--- src/rx_eq_cfg.svh ---
`ifndef RX_EQ_CFG_SVH
`define RX_EQ_CFG_SVH

`define CLK_PERIOD_NS 10
`define EQ_WAIT_BASE_NS 164000
`define EQ_WAIT_BASE_CYCLES (`EQ_WAIT_BASE_NS / `CLK_PERIOD_NS)
`define EQ_WAIT_CNT_W 22
`define NUM_PORTS 4

`define ADDR_PORT_SEL 8'h4C
`define ADDR_RSVD_BF 8'hBF
`define ADDR_RSVD_LO 8'hC0
`define ADDR_RSVD_HI 8'hCF
`define ADDR_PORT_DEBUG 8'hD0
`define ADDR_RSVD_D1 8'hD1
`define ADDR_EQ_CTL2 8'hD2
`define ADDR_EQ_STATUS 8'hD3
`define ADDR_EQ_BYPASS 8'hD4
`define ADDR_EQ_MINMAX 8'hD5

`define RSVD_D1_VALUE 8'h43
`define PORT_SEL_RESET 8'h01
`define EQ_CTL2_RESET 8'h94
`define EQ_CTL2_WMASK 8'hF4
`define EQ_BYPASS_RESET 8'h60
`define EQ_MINMAX_RESET 8'hF2

`define SEL_RD_MSB 5
`define SEL_RD_LSB 4
`define SEL_WR_MSB 3
`define DBG_SELFTEST_BIT 5
`define DBG_CONT_BIT 1
`define DBG_SINGLE_BIT 0
`define CTL2_WAIT_MSB 7
`define CTL2_WAIT_LSB 5
`define CTL2_FIRST_BIT 4
`define CTL2_RESTART_BIT 3
`define CTL2_FLOOR_BIT 2
`define BYP_UPPER_MSB 7
`define BYP_UPPER_LSB 5
`define BYP_LOCKMODE_BIT 4
`define BYP_LOWER_MSB 3
`define BYP_LOWER_LSB 1
`define BYP_DISABLE_BIT 0
`define MM_LIMIT_MSB 7
`define MM_LIMIT_LSB 4
`define MM_FLOOR_MSB 3

`endif

--- src/rx_eq_pkg.sv ---
`include "rx_eq_cfg.svh"

package rx_eq_pkg;

  typedef enum logic [2:0] {
    EQ_IDLE = 3'b000,
    EQ_SEEK = 3'b001,
    EQ_LOCKED = 3'b010,
    EQ_BYPASS = 3'b011
  } eq_fsm_t;

  typedef struct packed {
    eq_fsm_t fsm;
    logic [`EQ_WAIT_CNT_W-1:0] cnt;
    logic [3:0] idx;
    logic first_seen;
    logic done;
    logic [2:0] lock_sync;
    logic lock_f;
    logic [5:0] eq_set;
    logic lock_out;
  } eq_port_state_t;

  typedef struct packed {
    logic [1:0] rd_sel;
    logic [3:0] wr_en;
    logic [3:0] dbg_cont;
    logic [3:0][7:0] ctl2;
    logic [3:0][7:0] bypass;
    logic [3:0][7:0] minmax;
    logic [3:0] restart;
    logic [3:0] inject;
    logic [3:0] st_s1;
    logic [3:0] st_s2;
    logic [3:0] st_s3;
    logic [3:0] st_f;
    logic [7:0] rdata;
  } regs_state_t;

endpackage

--- src/eq_adapt_port.sv ---
`timescale 1ns/10ps
`include "rx_eq_cfg.svh"

module eq_adapt_port #(
  parameter int unsigned WAIT_BASE_CYCLES = `EQ_WAIT_BASE_CYCLES
) (
  input wire logic ref_clk_i,
  input wire logic rst_n_i,
  input wire logic lock_raw_i,
  input wire logic [2:0] wait_code_i,
  input wire logic first_zero_i,
  input wire logic restart_i,
  input wire logic floor_en_i,
  input wire logic [3:0] floor_val_i,
  input wire logic [3:0] upper_i,
  input wire logic bypass_i,
  input wire logic [5:0] manual_i,
  input wire logic lock_mode_i,
  output logic [5:0] eq_setting_o,
  output logic rx_lock_o,
  output logic [2:0] state_low_o,
  output logic [2:0] state_high_o
);

  rx_eq_pkg::eq_port_state_t cur_ff;
  rx_eq_pkg::eq_port_state_t nxt_cur;
  logic [`EQ_WAIT_CNT_W-1:0] wait_limit;
  logic [3:0] start_idx;

  always_comb begin
    nxt_cur = cur_ff;
    wait_limit = `EQ_WAIT_CNT_W'(WAIT_BASE_CYCLES) << wait_code_i;
    start_idx = floor_en_i ? floor_val_i : 4'h0;
    nxt_cur.lock_sync = {cur_ff.lock_sync[1:0], lock_raw_i};
    if (cur_ff.lock_sync[2] == cur_ff.lock_sync[1]) begin
      nxt_cur.lock_f = cur_ff.lock_sync[1];
    end
    if (bypass_i) begin
      nxt_cur.fsm = rx_eq_pkg::EQ_BYPASS;
      nxt_cur.done = 1'b1;
    end else if (restart_i) begin
      nxt_cur.fsm = rx_eq_pkg::EQ_SEEK;
      nxt_cur.idx = start_idx;
      nxt_cur.cnt = '0;
      nxt_cur.done = 1'b0;
    end else begin
      case (cur_ff.fsm)
        rx_eq_pkg::EQ_IDLE: begin
          nxt_cur.fsm = rx_eq_pkg::EQ_SEEK;
          nxt_cur.idx = start_idx;
          nxt_cur.cnt = '0;
        end
        rx_eq_pkg::EQ_SEEK: begin
          if (cur_ff.lock_f) begin
            if (first_zero_i && !cur_ff.first_seen) begin
              nxt_cur.first_seen = 1'b1;
              nxt_cur.idx = 4'h0;
              nxt_cur.cnt = '0;
            end else begin
              nxt_cur.first_seen = 1'b1;
              nxt_cur.fsm = rx_eq_pkg::EQ_LOCKED;
              nxt_cur.done = 1'b1;
            end
          end else if (cur_ff.cnt >= wait_limit - `EQ_WAIT_CNT_W'(1)) begin
            nxt_cur.cnt = '0;
            nxt_cur.idx = (cur_ff.idx >= upper_i) ? start_idx : cur_ff.idx + 4'h1;
          end else begin
            nxt_cur.cnt = cur_ff.cnt + `EQ_WAIT_CNT_W'(1);
          end
        end
        rx_eq_pkg::EQ_LOCKED: begin
          if (!cur_ff.lock_f) begin
            nxt_cur.fsm = rx_eq_pkg::EQ_SEEK;
            nxt_cur.done = 1'b0;
            nxt_cur.cnt = '0;
          end
        end
        rx_eq_pkg::EQ_BYPASS: begin
          nxt_cur.fsm = rx_eq_pkg::EQ_IDLE;
          nxt_cur.done = 1'b0;
        end
        default: begin
          nxt_cur.fsm = rx_eq_pkg::EQ_IDLE;
        end
      endcase
    end
    nxt_cur.eq_set = bypass_i ? manual_i : {2'b00, nxt_cur.idx};
    nxt_cur.lock_out = lock_mode_i ? (nxt_cur.lock_f & nxt_cur.done) : nxt_cur.lock_f;
  end

  always_ff @(posedge ref_clk_i or negedge rst_n_i) begin
    if (!rst_n_i) begin
      cur_ff <= '0;
    end else begin
      cur_ff <= nxt_cur;
    end
  end

  assign eq_setting_o = cur_ff.eq_set;
  assign rx_lock_o = cur_ff.lock_out;
  assign state_low_o = cur_ff.fsm;
  assign state_high_o = cur_ff.idx[2:0];

endmodule

--- src/rx_port_equalizer_debug_regs.sv ---
// Summary of operation
// - read-select bits pick paged port
// - write-enable bits steer paged writes
// - remote self-test flag readable
// - continuous back-channel error corruption
// - single error injection, self-clearing
// - lock wait time doubles per code
// - first lock may restart at zero
// - restart bit restarts adaptation, self-clears
// - floor enable selects floor start
// - floor value field sets start point
// - upper limit caps equalizer setting
// - two read-only status fields, reset zero
// - bypass bit disables adaptation
// - manual six-bit setting when bypassed
// - lock mode waits for adaptation
// - reserved locations read fixed values
`timescale 1ns/10ps
`include "rx_eq_cfg.svh"

module rx_port_equalizer_debug_regs #(
  parameter int unsigned WAIT_BASE_CYCLES = `EQ_WAIT_BASE_CYCLES
) (
  input wire logic ref_clk_i,
  input wire logic rst_n_i,
  input wire logic [7:0] reg_addr_i,
  input wire logic [7:0] reg_wdata_i,
  input wire logic reg_wr_i,
  input wire logic reg_rd_i,
  output logic [7:0] reg_rdata_o,
  input wire logic [3:0] rx_lock_raw_i,
  input wire logic [3:0] remote_selftest_i,
  output logic [3:0] bc_error_inject_o,
  output logic [3:0][5:0] eq_setting_o,
  output logic [3:0] rx_lock_o
);

  localparam rx_eq_pkg::regs_state_t REGS_RESET = '{
    rd_sel: 2'(`PORT_SEL_RESET >> `SEL_RD_LSB),
    wr_en: 4'(`PORT_SEL_RESET),
    dbg_cont: 4'h0,
    ctl2: {`NUM_PORTS{`EQ_CTL2_RESET}},
    bypass: {`NUM_PORTS{`EQ_BYPASS_RESET}},
    minmax: {`NUM_PORTS{`EQ_MINMAX_RESET}},
    restart: 4'h0,
    inject: 4'h0,
    st_s1: 4'h0,
    st_s2: 4'h0,
    st_s3: 4'h0,
    st_f: 4'h0,
    rdata: 8'h00
  };

  rx_eq_pkg::regs_state_t state_ff;
  rx_eq_pkg::regs_state_t nxt_state;
  logic [3:0] single_err;
  logic [3:0][2:0] status_low;
  logic [3:0][2:0] status_high;
  logic [7:0] sel_ctl2;
  logic [7:0] sel_bypass;
  logic [7:0] sel_minmax;
  logic [5:0] sel_status;

  // paged view of the port chosen for reads
  // read port select
  assign sel_ctl2 = state_ff.ctl2[state_ff.rd_sel];
  assign sel_bypass = state_ff.bypass[state_ff.rd_sel];
  assign sel_minmax = state_ff.minmax[state_ff.rd_sel];
  assign sel_status = {status_high[state_ff.rd_sel], status_low[state_ff.rd_sel]};

  for (genvar p = 0; p < `NUM_PORTS; p++) begin : g_port
    eq_adapt_port #(
      .WAIT_BASE_CYCLES(WAIT_BASE_CYCLES)
    ) u_eq (
      .ref_clk_i(ref_clk_i),
      .rst_n_i(rst_n_i),
      .lock_raw_i(rx_lock_raw_i[p]),
      .wait_code_i(state_ff.ctl2[p][`CTL2_WAIT_MSB:`CTL2_WAIT_LSB]),
      .first_zero_i(state_ff.ctl2[p][`CTL2_FIRST_BIT]),
      .restart_i(state_ff.restart[p]),
      .floor_en_i(state_ff.ctl2[p][`CTL2_FLOOR_BIT]),
      .floor_val_i(state_ff.minmax[p][`MM_FLOOR_MSB:0]),
      .upper_i(state_ff.minmax[p][`MM_LIMIT_MSB:`MM_LIMIT_LSB]),
      .bypass_i(state_ff.bypass[p][`BYP_DISABLE_BIT]),
      .manual_i({state_ff.bypass[p][`BYP_UPPER_MSB:`BYP_UPPER_LSB],
                 state_ff.bypass[p][`BYP_LOWER_MSB:`BYP_LOWER_LSB]}),
      .lock_mode_i(state_ff.bypass[p][`BYP_LOCKMODE_BIT]),
      .eq_setting_o(eq_setting_o[p]),
      .rx_lock_o(rx_lock_o[p]),
      .state_low_o(status_low[p]),
      .state_high_o(status_high[p])
    );
  end

  always_comb begin
    nxt_state = state_ff;
    single_err = 4'h0;
    nxt_state.restart = 4'h0;
    // remote self-test pins: three-stage sync, change on agreement
    nxt_state.st_s1 = remote_selftest_i;
    nxt_state.st_s2 = state_ff.st_s1;
    nxt_state.st_s3 = state_ff.st_s2;
    nxt_state.st_f = (state_ff.st_s2 & ~(state_ff.st_s2 ^ state_ff.st_s3)) |
                     (state_ff.st_f & (state_ff.st_s2 ^ state_ff.st_s3));
    if (reg_wr_i) begin
      if (reg_addr_i == `ADDR_PORT_SEL) begin
        nxt_state.rd_sel = reg_wdata_i[`SEL_RD_MSB:`SEL_RD_LSB];
        nxt_state.wr_en = reg_wdata_i[`SEL_WR_MSB:0];
      end else begin
        for (int p = 0; p < `NUM_PORTS; p++) begin
          // only enabled ports take the write
          if (state_ff.wr_en[p]) begin
            if (reg_addr_i == `ADDR_PORT_DEBUG) begin
              nxt_state.dbg_cont[p] = reg_wdata_i[`DBG_CONT_BIT];
              single_err[p] = reg_wdata_i[`DBG_SINGLE_BIT];
            end else if (reg_addr_i == `ADDR_EQ_CTL2) begin
              nxt_state.ctl2[p] = reg_wdata_i & `EQ_CTL2_WMASK;
              nxt_state.restart[p] = reg_wdata_i[`CTL2_RESTART_BIT];
            end else if (reg_addr_i == `ADDR_EQ_BYPASS) begin
              nxt_state.bypass[p] = reg_wdata_i;
            end else if (reg_addr_i == `ADDR_EQ_MINMAX) begin
              nxt_state.minmax[p] = reg_wdata_i;
            end
          end
        end
      end
    end
    // continuous level or one-cycle error pulse
    nxt_state.inject = nxt_state.dbg_cont | single_err;
    if (reg_rd_i) begin
      if (reg_addr_i == `ADDR_PORT_SEL) begin
        nxt_state.rdata = {2'b00, state_ff.rd_sel, state_ff.wr_en};
      end else if (reg_addr_i == `ADDR_PORT_DEBUG) begin
        nxt_state.rdata = 8'h00;
        nxt_state.rdata[`DBG_SELFTEST_BIT] = state_ff.st_f[state_ff.rd_sel];
        nxt_state.rdata[`DBG_CONT_BIT] = state_ff.dbg_cont[state_ff.rd_sel];
      end else if (reg_addr_i == `ADDR_RSVD_D1) begin
        nxt_state.rdata = `RSVD_D1_VALUE;
      end else if (reg_addr_i == `ADDR_EQ_CTL2) begin
        nxt_state.rdata = sel_ctl2;
      end else if (reg_addr_i == `ADDR_EQ_STATUS) begin
        // status fields from the adaptation engine
        nxt_state.rdata = {2'b00, sel_status};
      end else if (reg_addr_i == `ADDR_EQ_BYPASS) begin
        nxt_state.rdata = sel_bypass;
      end else if (reg_addr_i == `ADDR_EQ_MINMAX) begin
        nxt_state.rdata = sel_minmax;
      end else if (reg_addr_i == `ADDR_RSVD_BF ||
                   (reg_addr_i >= `ADDR_RSVD_LO && reg_addr_i <= `ADDR_RSVD_HI)) begin
        nxt_state.rdata = 8'h00;
      end else begin
        nxt_state.rdata = 8'h00;
      end
    end
  end

  always_ff @(posedge ref_clk_i or negedge rst_n_i) begin
    if (!rst_n_i) begin
      state_ff <= REGS_RESET;
    end else begin
      state_ff <= nxt_state;
    end
  end

  assign reg_rdata_o = state_ff.rdata;
  assign bc_error_inject_o = state_ff.inject;

  // checks
  logic wr_dbg0;
  logic wr_ctl2_0;
  logic [3:0][7:0] bypass_all;
  assign wr_dbg0 = reg_wr_i && reg_addr_i == `ADDR_PORT_DEBUG && state_ff.wr_en[0];
  assign wr_ctl2_0 = reg_wr_i && reg_addr_i == `ADDR_EQ_CTL2 && state_ff.wr_en[0];
  assign bypass_all = state_ff.bypass;
endmodule

--- config.mk ---
export PLATFORM = sky130hd
export DESIGN_NAME = rx_port_equalizer_debug_regs
export DESIGN_NICKNAME = d
export VERILOG_FILES = /design/src/rx_eq_pkg.sv /design/src/eq_adapt_port.sv /design/src/rx_port_equalizer_debug_regs.sv
export VERILOG_INCLUDE_DIRS = /design/src
export SDC_FILE = /design/constraint.sdc
export NUM_CORES = 1
export LEC_CHECK = 0
export ABC_AREA = 1
export BUFFER_PORTS_ARGS = -buffer_cell sky130_fd_sc_hd__buf_2
export CAP_MARGIN = 15
export CORE_MARGIN = 3
export CORE_UTILIZATION = 60
export DETAILED_ROUTE_END_ITERATION = 6
export PLACE_DENSITY = 0.78
export RECOVER_POWER = 50
export SLEW_MARGIN = 40
export SYNTH_ARGS = -nofsm -noshare
export SYNTH_HDL_FRONTEND = slang
export SYNTH_HIERARCHICAL = 1
export SYNTH_SLANG_ARGS = --single-unit
--- constraint.sdc ---
create_clock -name ref_clk_i -period 3.5 [get_ports ref_clk_i]
set_input_delay 0 -clock ref_clk_i [delete_from_list [all_inputs] [get_ports ref_clk_i]]
set_output_delay 0 -clock ref_clk_i [all_outputs]
set_load 0.005 [all_outputs]
* After elaboration in Yosys (flattened, before gate mapping) *
Cells that the tools add are included.

word-level totals
  bits in registers = 294
  input port bits = 28
  output and inout port bits = 40
  logic and storage cells = 385

operators by class
  $add $sub $neg = 12
  $lt $le $gt $ge = 9
  equal/unequal tests = 43
  shifts and indexed selects = 4
  mux-type cells = 196
  bitwise logic cells = 22
  reduce and logical (&&, ||, !) cells = 41

operator list
  cell                     number
  $mux W8                  58
  $pmux W22 S3             4
  $mux W104                2
  $mux W26                 8
  $mux W29                 4
  $mux W25                 4
  $add A22 B1 Y22 const B  4
  $ge A22 B22 Y1           4
  $mux W22                 4
  $shl A15 B3 Y22 const A  4
  $sub A22 B1 Y22 const B  4
  $mux W4                  14
  $mux W1                  53
  $bmux W8 S2              3
  $eq A8 B8 Y1 const B     6
  $ne A4 B4 Y1 const B     12
  $mux W3                  14
  $pmux W3 S3              4
  $pmux W4 S2              4
  $reduce_and A4 Y1        8
  $reduce_and A7 Y1        4
  $eq A3 B2 Y1 const B     8
  $mux W6                  4
  $reduce_and A6 Y1        4
  other kinds (26)         89

* Logic depth before layout (Yosys ltp) *
Gate-level depths: netlist of run 1.

  depth after elaboration = 9
  mapped depth = 25

* By module *
The synthesis of run 1 kept the hierarchy.

by module, submodules not included
  module                               instances  cells each  area an instance (um2)
  eq_adapt_port at g_port[0].u_eq ...  2          415         3047.9
  rx_port_equalizer_debug_regs         1          729         6080.8
  eq_adapt_port at g_port[1].u_eq      1          422         3120.5
  eq_adapt_port at g_port[3].u_eq      1          418         3067.9

* Worst setup path before layout of run 1 *
OpenSTA, ideal clock, no wires.

  path type = register to register
  start point = reg state_ff[127] (netlist name)
  end point = reg g_port[3].u_eq/cur_ff[20] (netlist name)
  library setup time = 0.119 ns
  arrival time = 2.807 ns
  data required time = 3.381 ns
  setup slack = 0.574 ns
  stages on the path, launching flop included = 22
  buffers on the path = 1
  clock period less this slack = 2.926 ns
  cell sequence = dfstp_2 > clkinv_1 > nand3_1 > ha_1 > inv_1 > nor2_1 > nand2_1 > nand2_1 > inv_1 > ha_1 > nand2_1 > inv_1 > nand2_1 > nor2_1 > nand3_1 > nand3_2 > inv_2 > nand2_1 > nand2_2 > inv_2 > buf_6 > nor2_1

on the way
  word-level cells in the longest chain between the ends = 7

RTL lines
  what                              line                                 source
  from (decl)                       rx_port_equalizer_debug_regs.sv:54   rx_eq_pkg::regs_state_t state_ff;
  from (signal assigned)            rx_port_equalizer_debug_regs.sv:161  state_ff <= nxt_state;
  $shl A15 B3 Y22 (no source line)  --
  $sub A22 B1 Y22                   eq_adapt_port.sv:64                  end else if (cur_ff.cnt >= wait_limit - `EQ_WAIT_CNT_W'(1)) begin
  $ge A22 B22 Y1                    eq_adapt_port.sv:64
  $mux W22                          eq_adapt_port.sv:64
  $mux W26                          eq_adapt_port.sv:54                  if (cur_ff.lock_f) begin
  $pmux W22 S3                      eq_adapt_port.sv:47                  case (cur_ff.fsm)
  $mux W29                          eq_adapt_port.sv:41                  end else if (restart_i) begin
  to (signal assigned)              eq_adapt_port.sv:95                  cur_ff <= nxt_cur;
  to (decl)                         eq_adapt_port.sv:25                  rx_eq_pkg::eq_port_state_t cur_ff;

No other way between the ends.
A chain may end at the register's enable or synchronous reset.

* Final worst setup path of run 1 *
  start point = reg state_ff[127] (netlist name)
  end point = reg g_port[3].u_eq/cur_ff[30] (netlist name)

Same word-level chain as after synthesis.

==> impl_metrics.json, run 1 <==
{
  "r2r_start": "state_ff[127]$_DFFE_PN1P_",
  "clock_skew_ps": 16.4,
  "grt_setup_unrepaired": "false",
  "pre_cts_ws_ps": 207,
  "r2r_slack_ps": 330,
  "antenna_found_initial": 0,
  "p_seq_share_pct": 37.9,
  "grtUsageTotal_pct": 29.2,
  "ys_warn_count": 6,
  "reg2reg_to": "g_port[3].u_eq/cur_ff[30]$_DFFE_PN0P_",
  "grt_max_degree": 74,
  "top_usage_layer": "met2",
  "start_kind": "flop",
  "worst_slew_pin_slew_ps": 1830,
  "total_power_w": 0.0110,
  "syn_nets": 2519,
  "final_cells": 2839,
  "setup_ws_ps": 325,
  "first_global_vias": 15300,
  "holdWs_ps": 64.7,
  "clk_pin_slew_ps": 60,
  "drive_gt1_share_pct": 12.4,
  "required_ps": 3920,
  "whs_endpoint": "reg_rdata_o[0]$_DFFE_PN0P_",
  "drtIter0Drc": 1755,
  "wl_per_cell_um": 17.0,
  "dr.pass1.iters": 6,
  "htree_levels": 2,
  "die_x_um": 181,
  "place.gp.congestion": 0.989,
  "synth.distinct_cells": 61,
  "grt_pass1_wl_um": 79300,
  "hold_viol_final": 0,
  "synth_ff_type": "dfrtp_1",
  "cts_buffer_depth": 3,
  "cellLeakagePower_nw": 9.49,
  "initial_utilization_pct": 61.5,
  "grt_overflow_total": 0,
  "finalMaxSlewViolations": 143,
  "placedCellCount": 2751,
  "endpoint_kind": "flop",
  "path_max_fanout": 14,
  "fin_crit_sh_pct": 90.7,
  "use_met3_pct": 3.68,
  "avgSynthCellArea_um2": 7.66,
  "design.core.area_mm2": 0.0299,
  "fillers": 2562,
  "final_cell_mix": "655 x nand2_1, 264 x inv_1, 247 x dfrtp_1",
  "hpwl_um": 34900,
  "p_int_w": 0.00704,
  "clock_power_share_pct": 34.0,
  "vias_per_cell": 5.68,
  "gr-usage-met2_pct": 46.9,
  "hp-start": "reg_addr_i[3]",
  "tns_ps": 0,
  "cts_root_buffer": "clkbuf_16",
  "synthArstFlopShare_pct": 100,
  "comb_power_share_pct": 28.1,
  "chipHeight_um": 181,
  "port_buffers": 67,
  "sw_frac_of_total_pct": 36.0,
  "violations": "max-capacitance violations, max-slew violations",
  "fmax_mhz": 315,
  "met1_usage_pct": 42.5,
  "ys_seq_area_share_pct": 39.8,
  "cts_buffers": 34,
  "ys_seq_elements": 290,
  "power_density_mw_per_mm2": 553,
  "rr_worst_depth": 20,
  "clock_latency_ps": 520,
  "syn_inst": 2399,
  "ir_drop_mv": 0.431,
  "drtAntennaViolNets": 0,
  "drt_wl_total_um": 48300,
  "finalSetupViolCount": 0,
  "syn-cell-area_mm2": 0.0184,
  "rows": 63,
  "hold_depth": 6,
  "cts_tree": "yes",
  "outcome": "finished, violations left",
  "vias": 16100,
  "cap_violations": 2,
  "clock-sinks": 290,
  "route.detailed.drc": 0,
  "critPathArrivalTime_ps": 3600,
  "synth_edf_count": 0,
  "dieArea_mm2": 0.0327,
  "max_slew_margin_pct": -22.2,
  "syn_to_final_growth_pct": 8.24,
  "antenna_cells": 0,
  "finalCriticalPeriod_ps": 3170,
  "pin_count": 68,
  "switchingPower_w": 0.00396,
  "mostFrequentLayoutCell": "nand2_1",
  "critPathKind": "reg2reg",
  "fin_nets": 2543,
  "hp-class": "in2reg"
}
-- registers in the layout, indices dropped and copies added, names as in the netlist, 8 cells and up, named ones only --
name                      count
bypass_all                   32
g_port.u_eq/cur_ff          116
g_port.u_eq/eq_setting_o     24
g_port.u_eq/state_high_o     12
g_port.u_eq/state_low_o       8
nxt_state                     8
reg_rdata_o                   8
state_ff                     70
-- worst max-delay path by stage --
stage	startpoint	slack [ps]	endpoint
final	state_ff[127]$_DFFE_PN1P_	330	g_port[3].u_eq/cur_ff[30]$_DFFE_PN0P_
after global routing	state_ff[125]$_DFFE_PN0P_	20	g_port[3].u_eq/cur_ff[28]$_DFFE_PN0P_
after CTS	state_ff[125]$_DFFE_PN0P_	190	g_port[3].u_eq/cur_ff[29]$_DFFE_PN0P_
after detailed placement	state_ff[125]$_DFFE_PN0P_	210	g_port[3].u_eq/cur_ff[29]$_DFFE_PN0P_
after global placement	state_ff[125]$_DFFE_PN0P_	390	g_port[3].u_eq/cur_ff[38]$_DFFE_PN0P_
after floorplan	state_ff[127]$_DFFE_PN1P_	570	g_port[3].u_eq/cur_ff[20]$_DFFE_PN0P_
-- through the flow --
stage | cell area (um^2) | util (%)
4_1_cts | 20000 | 66.9
6_report | 19900 | 66.5
5_1_grt | 19900 | 66.5
3_5_place_dp | 18500 | 62.0
2_1_floorplan | 18400 | -
3_3_place_gp | 18500 | 61.9
-- layout make-up --
class                      count  area [um^2]  share of cell area (%)
sequential                   290         7310                    36.8
inverter                     297         1130                    5.68
timing repair buffer         112          723                    3.64
multi-input combinational   1688         9030                    45.4
tap                          390          488                    2.45
clock buffer                  53         1070                    5.36
clock inverter                 9          129                   0.648
-- per-layer routing --
layer  vias to the layer above  wire length (um)
li1                       7808                 -
met1                      7575             21300
met2                       660             22200
met3                        96              3620
met4                         0              1140
met5                         -                 0
-- Yosys cell counts, types with 41 or more instances --
cell type,count,share of area [%]
a21oi_1,83,2.3
buf_4,66,2.7
dfrtp_1,249,34
dfstp_2,41,5.9
ha_1,92,6.3
inv_1,263,5.4
nand2_1,653,13
nand3_1,126,3.4
nand4_1,67,2.3
nor2_1,174,3.6
nor3_1,41,1.1
o21ai_0,149,4.1
o21ai_1,42,1.1
-- cell families after synthesis --
family	after synthesis	synth area share, %
buf+inv	421	10.8
compound gates	357	11.1
xor+xnor	47	2.24
fa+ha+maj	100	6.70
other cells	8	0.164
simple gates	1176	29.3
flops	290	39.8
-- power by group through the flow --
stage	sequential, W	clock (W)	combinational, W
2_1_floorplan	0.00404	0	0.00259
3_3_place_gp	0.00420	0	0.00294
3_5_place_dp	0.00421	0	0.00302
4_1_cts	0.00415	0.00380	0.00306
5_1_grt	0.00421	0.00395	0.00350
6_report	0.00417	0.00373	0.00309
-- repair_timing --
| action | 4_1_cts | 5_1_grt |
|---|---|---|
| setup buffers | 0 | 0 |
| endpoints found under the setup margin | 0 | 38 |
| hold buffers | 26 | 0 |
| endpoints found under the hold margin | 216 | 0 |
| resized for setup | 0 | 7 |
-- critical path, stage by stage (launching register included) --
cell and delay, ps:
dfstp_2 600, clkinv_1 100, nand3_1 110, ha_1 200
inv_1 90, nor2_2 180, nand2_1 110, nand2_1 70
inv_1 50, ha_1 290, nand2_1 70, inv_1 40
nand2_1 50, nand2_1 60, a21oi_2 240, nand3_2 190
inv_2 140, nand2_1 70, nand2_2 130, inv_4 110
a211oi_1 190
Note: power is estimated with default switching activity, not from simulation.
==> run 2, diff against run 1 <==
CORE_UTILIZATION = 53   (was 60)
PLACE_DENSITY = 0.7   (was 0.78)
==> run 2 against run 1 <==
- the run still ends with max-capacitance violations, max-slew violations left
- clock power is 3% higher
- maximum frequency is 0.24% lower
- core utilization is 7.4 points lower
- flip-flop and latch count stayed put
- critical path depth stayed put
- global-route usage is 2.5 points lower
- final area is 0.68% higher
- total power is 0.95% higher
- clock-buffer cell count is 8 lower
- sequential power hardly changed
- largest power group unchanged
==> impl_metrics.json, run 2 (synthesized netlist as in run 1, its figures left out) <==
{
  "outcome": "finished, violations left",
  "violations": "max-capacitance violations, max-slew violations",
  "worstPathCellList": "clkinv_1 > nand3_1 > ha_1 > inv_1 > nor2_1 > nand2_1 > nand2_1 > inv_1 > ha_1 > nand2_1 > inv_1 > nand2_1 > nand2_1 > a21oi_2 > nand3_2 > inv_2 > nand2_1 > nand2_2 > inv_4 > a211oi_1",
  "max_slew_margin_pct": -36.3,
  "endpoint_kind": "flop",
  "drt_wl_total_um": 48400,
  "clock_skew_ps": 13.8,
  "grt_max_degree": 100,
  "cpPeakStageDelay_ps": 620,
  "path_max_fanout": 14,
  "reg2reg_to": "g_port[3].u_eq/cur_ff[28]$_DFFE_PN0P_",
  "route.detailed.drc": 0,
  "finalMaxSlewViolations": 79,
  "clk_pin_slew_ps": 60,
  "grt_overflow_total": 0,
  "vias": 15900,
  "power_density_mw_per_mm2": 554,
  "largest_reg_flops": 116,
  "largest_register": "g_port.u_eq/cur_ff",
  "start_kind": "flop",
  "hpwl_um": 35300,
  "fin_crit_sh_pct": 90.9,
  "critPathKind": "reg2reg",
  "grt_pass1_wl_um": 79400,
  "tns_ps": 0,
  "dr.pass1.iters": 6,
  "drtAntennaViolNets": 0,
  "place.gp.congestion": 0.958,
  "finalCriticalPeriod_ps": 3180,
  "rows": 67,
  "initial_utilization_pct": 54.2,
  "drive_gt1_share_pct": 12.9,
  "syn_to_final_growth_pct": 8.97,
  "die_x_um": 192,
  "htree_levels": 2,
  "r2r_slack_ps": 320,
  "cp_slowest_cell": "dfstp_2",
  "hp-class": "in2reg",
  "cts_tree": "yes",
  "chipHeight_um": 192,
  "rr_worst_depth": 20,
  "path_common_cell": "nand2_1",
  "clock_latency_ps": 530,
  "cp.buffers_inverters": 6,
  "cts_root_buffer": "clkbuf_16",
  "mostFrequentLayoutCell": "nand2_1",
  "port_buffers": 67,
  "cts_buffer_depth": 3,
  "fillers": 3139,
  "pin_count": 68,
  "critPathArrivalTime_ps": 3610,
  "drtIter0Drc": 1172,
  "clock-sinks": 290,
  "required_ps": 3930,
  "wl_per_cell_um": 16.7,
  "ir_drop_mv": 0.356,
  "first_global_vias": 15100,
  "finalSetupViolCount": 0,
  "crit_family": "simple AND/OR/NAND/NOR gates",
  "antenna_found_initial": 0,
  "cellLeakagePower_nw": 9.51,
  "worst_slew_pin_slew_ps": 2040,
  "cap_violations": 1,
  "grt_setup_unrepaired": "false",
  "fmax_mhz": 314,
  "final_cell_mix": "653 x nand2_1, 263 x inv_1, 247 x dfrtp_1",
  "total_power_w": 0.0111,
  "hp-start": "reg_addr_i[3]",
  "hold_depth": 6,
  "dieArea_mm2": 0.0369,
  "whs_endpoint": "reg_rdata_o[0]$_DFFE_PN0P_",
  "cts_buffers": 34,
  "design.core.area_mm2": 0.0339,
  "fin_nets": 2540,
  "grtUsageTotal_pct": 26.7,
  "hold_viol_final": 0,
  "r2r_start": "state_ff[127]$_DFFE_PN1P_",
  "vias_per_cell": 5.51,
  "dpl-instance-area_mm2": 0.0185,
  "final_area_mm2": 0.0200
}
==> run 2: layer usage <==
metal | up-vias | global-route usage, % | share of wire, %
met5 | - | 0 | 0
met4 | 0 | 6.39 | 2.0
met3 | 78 | 3.41 | 5.7
li1 | 7806 | - | -
met2 | 509 | 42.5 | 45
met1 | 7549 | 39.0 | 47
==> run 2: power by group <==
part | internal, W | switching, W
sequential | 0.00371 | 0.000445
combinational | 0.000994 | 0.00210
clock | 0.00238 | 0.00146
==> run 2: how the worst max path moves through the flow <==
stage                                                 end  cells after the start  slack (ps)                 startpoint
floorplan           g_port[3].u_eq/cur_ff[20]$_DFFE_PN0P_                     21         570  state_ff[127]$_DFFE_PN1P_
CTS                 g_port[3].u_eq/cur_ff[23]$_DFFE_PN0P_                     22         170  state_ff[125]$_DFFE_PN0P_
global placement    g_port[3].u_eq/cur_ff[38]$_DFFE_PN0P_                     22         310  state_ff[125]$_DFFE_PN0P_
global route        g_port[2].u_eq/cur_ff[37]$_DFFE_PN0P_                     18          20  state_ff[119]$_DFFE_PN1P_
finish              g_port[3].u_eq/cur_ff[28]$_DFFE_PN0P_                     20         320  state_ff[127]$_DFFE_PN1P_
detailed placement  g_port[3].u_eq/cur_ff[38]$_DFFE_PN0P_                     22         180  state_ff[125]$_DFFE_PN0P_
==> run 2: repair_timing <==
| action | in CTS | in global routing |
|---|---|---|
| endpoints found under the setup margin | 0 | 52 |
| hold buffers | 26 | 0 |
| buffers inserted | 0 | 3 |
| gates resized for setup | 0 | 6 |
| hold endpoints to repair | 103 | 0 |
==> run 2: stage by stage <==
stage                     cells  util [%]  hold WS (ps)  setup slack, ps
after floorplan            2399         -          -296              574
after global placement     2803      54.8          16.2              313
after detailed placement   2803      54.8          20.8              185
after CTS                  2891      59.1          46.1              169
after global routing       2894      59.1           108             16.5
final                      2895      59.1          69.4              318
==> run 2: area by class of cell <==
type | count | area (um^2) | share of cell area [%]
Antenna cell | 1 | 2.50 | 0.0125
Clock buffer | 45 | 996 | 4.98
Clock inverter | 17 | 223 | 1.11
Inverter | 297 | 1130 | 5.65
Multi-Input combinational cell | 1688 | 9090 | 45.4
Sequential cell | 290 | 7310 | 36.5
Tap cell | 448 | 561 | 2.80
Timing Repair Buffer | 109 | 703 | 3.51
==> run 2: worst reg2reg max path, delay by kind of cell, from the launching register on <==
kind | cells | cell delay (ps)
adder cells (fa/ha/maj) | 2 | 460
flip-flops | 1 | 620
buffers and inverters | 6 | 510
AND/OR/NAND/NOR | 10 | 1070
AO/OA/AOI/OAI | 2 | 430
==> run 3, diff against run 2 <==
ABC_AREA = unset   (was 1)
==> run 3 against run 2 <==
- the flow still finishes with violations (max-capacitance violations, max-slew violations)
- total power fell by 12%
- final cell count fell by 23%
- maximum frequency fell by 5.5%
- flip-flop and latch count did not move
- critical endpoint is now g_port[0].u_eq/cur_ff[27]$_DFFE_PN0P_
- highest routed layer is now met5
==> impl_metrics.json, run 3 <==
{
  "outcome": "finished, violations left",
  "violations": "max-capacitance violations, max-slew violations",
  "synth_edf_count": 0,
  "finalCriticalPeriod_ps": 3370,
  "grtUsageTotal_pct": 24.0,
  "total_power_w": 0.00980,
  "hpwl_um": 31200,
  "route.detailed.drc": 0,
  "multi_input_area_mm2": 0.00946,
  "finalMaxSlewViolations": 85,
  "yosysMostFrequentCell": "dfrtp_1",
  "synthArstFlopShare_pct": 100,
  "fin_nets": 1881,
  "synth.distinct_cells": 91,
  "drtAntennaViolNets": 0,
  "design.core.area_mm2": 0.0328,
  "p_int_w": 0.00655,
  "syn_inst": 1734,
  "syn_to_final_growth_pct": 9.97,
  "cts_buffers": 31,
  "endpoint_kind": "flop",
  "avgSynthCellArea_um2": 10.2,
  "place.gp.congestion": 0.928,
  "dieArea_mm2": 0.0357,
  "max_slew_margin_pct": -48.7,
  "comb_power_share_pct": 25.1,
  "pin_count": 68,
  "synth.area.top_cells": "dfrtp_1 35%, ha_1 6.5%, dfstp_2 6.1%, mux2_2 5.4%, mux4_2 3.7%",
  "cts_buffer_depth": 3,
  "clock_power_share_pct": 32.6,
  "fin_crit_sh_pct": 96.2,
  "syn-cell-area_mm2": 0.0177,
  "ir_drop_mv": 0.388,
  "critPathKind": "reg2reg",
  "clock_latency_ps": 570,
  "largest_reg_flops": 116,
  "cap_violations": 1,
  "chipHeight_um": 189,
  "vias": 13500,
  "worst_slew_pin_slew_ps": 2230,
  "antenna_cells": 0,
  "yosysTopAreaCellShare_pct": 35.1,
  "initial_utilization_pct": 54.1,
  "finalSetupViolCount": 0,
  "largest_register": "g_port.u_eq/cur_ff",
  "dr.pass1.iters": 5,
  "clock-sinks": 290,
  "sw_frac_of_total_pct": 33.2,
  "tns_ps": 0,
  "required_ps": 3990,
  "clk_pin_slew_ps": 60,
  "synth_largest_area_cell": "dfrtp_1",
  "power_density_mw_per_mm2": 502,
  "drt_wl_total_um": 43300,
  "grt_max_degree": 87,
  "drtIter0Drc": 1074,
  "register_area_mm2": 0.00731,
  "cellLeakagePower_nw": 8.61,
  "grt_pass1_wl_um": 69800,
  "htree_levels": 1,
  "syn_nets": 1854,
  "grt_overflow_total": 0,
  "first_global_vias": 13000,
  "ys_seq_elements": 290,
  "critPathArrivalTime_ps": 3850,
  "switchingPower_w": 0.00325,
  "ys_seq_area_share_pct": 41.2,
  "p_seq_share_pct": 42.3,
  "mostFrequentLayoutCell": "dfrtp_1",
  "synth_common_cells": "249 x dfrtp_1, 143 x nor2_1, 124 x nand2_1",
  "vias_per_cell": 6.07,
  "ys_warn_count": 6,
  "synth_ff_type": "dfrtp_1",
  "hold_viol_final": 0,
  "clock_skew_ps": 17.8,
  "drive_gt1_share_pct": 21.5,
  "fmax_mhz": 297,
  "hp-class": "in2reg",
  "die_x_um": 189,
  "start_kind": "flop",
  "fillers": 2759,
  "cts_root_buffer": "clkbuf_16",
  "port_buffers": 67,
  "wl_per_cell_um": 19.4,
  "rows": 66,
  "antenna_found_initial": 1,
  "final_cell_mix": "248 x dfrtp_1, 140 x nor2_1, 124 x nand2_1",
  "cts_tree": "yes",
  "path_max_fanout": 13
}
run 3: cell count changes in the layout (fill, tap and decap cells not counted), moves of 26 or more:
cell      previous run  this run
nand2_1            653       124
inv_1              263        63
mux4_2               0        29
nand2b_1             0        27
o21ai_1             42        15
o21ai_0            149        45
nand4_1             67        23
nor2_1             174       140
nand3_1            125        66
mux2_2               0        85
inv_2               26         0
run 3: final cells by class:
cell class	count	share of cell area, %
Multi-Input combinational cell	1235	48.5
Sequential cell	290	37.4
Timing Repair Buffer	139	4.96
Clock buffer	48	4.66
Tap cell	442	2.83
Inverter	64	1.23
Clock inverter	10	0.404
run 3: cell families after synthesis:
group,share of synthesized area [%]
fa+ha+maj,6.94
other cells,0.169
buf+inv,6.18
xor+xnor,3.50
mux,10.9
compound gates,14.2
flops,41.2
simple gates,16.9
run 3: worst paths after layout:
kind                                                     from                               endpoint  slack [ps]  cells past startpoint
max in group asynchronous                             rst_n_i              bypass_all[0]$_DFFE_PN0P_         860                      3
max                                 state_ff[103]$_DFFE_PN1P_  g_port[0].u_eq/cur_ff[27]$_DFFE_PN0P_         130                     12
min reg2reg                g_port[1].u_eq/cur_ff[8]$_DFF_PN0_     g_port[1].u_eq/cur_ff[9]$_DFF_PN0_         350                      0
max reg2reg                         state_ff[103]$_DFFE_PN1P_  g_port[0].u_eq/cur_ff[27]$_DFFE_PN0P_         130                     12
min                                             reg_addr_i[4]             reg_rdata_o[1]$_DFFE_PN0P_          40                      5
min in group asynchronous                             rst_n_i                state_ff[128]$_DFF_PN0_         650                      2
run 3: worst max-delay path, stage by stage, from the launching register on:
cell and delay (ps):
dfstp_2 380, or3_1 430, ha_4 220, nor3_1 210, a21oi_1 60, o21a_1 170
ha_1 260, and4_1 200, a221o_1 310, and2_1 250, nor4_1 410, nor2_2 210
nor2_1 180
run 3: stage by stage:
stage | instances | setup slack [ps] | utilization [%] | hold WS [ps] | area [um^2]
2_1_floorplan | 1734 | 67.5 | - | -296 | 17800
3_3_place_gp | 2136 | 50.9 | 55.3 | 48.9 | 18100
3_5_place_dp | 2136 | -93.8 | 55.3 | 56.8 | 18100
4_1_cts | 2224 | 33.1 | 59.3 | 20.4 | 19400
5_1_grt | 2228 | -35.4 | 59.5 | 49.8 | 19500
6_report | 2228 | 133 | 59.5 | 41.6 | 19500
run 3: power groups by stage:
stage	Clock (W)	Sequential (W)	Combinational, W
2_1_floorplan	0	0.00389	0.00219
3_3_place_gp	0	0.00416	0.00228
3_5_place_dp	0	0.00417	0.00236
4_1_cts	0.00326	0.00412	0.00240
5_1_grt	0.00341	0.00418	0.00273
6_report	0.00319	0.00414	0.00246
run 3: metal layers:
layer | GRT usage (%) | vias up | wire, um
met5 | 0 | - | 13
met4 | 7.28 | 2 | 1390
met3 | 3.35 | 94 | 2480
met2 | 38.8 | 438 | 20000
met1 | 33.8 | 6689 | 19400
li1 | - | 6309 | -
run 3: what timing repair did:
item,4_1_cts,5_1_grt
resized for setup,5,20
endpoints found under the hold margin,289,0
setup buffers,0,4
pin swaps,0,7
setup endpoints to repair,37,99
hold buffers,30,0
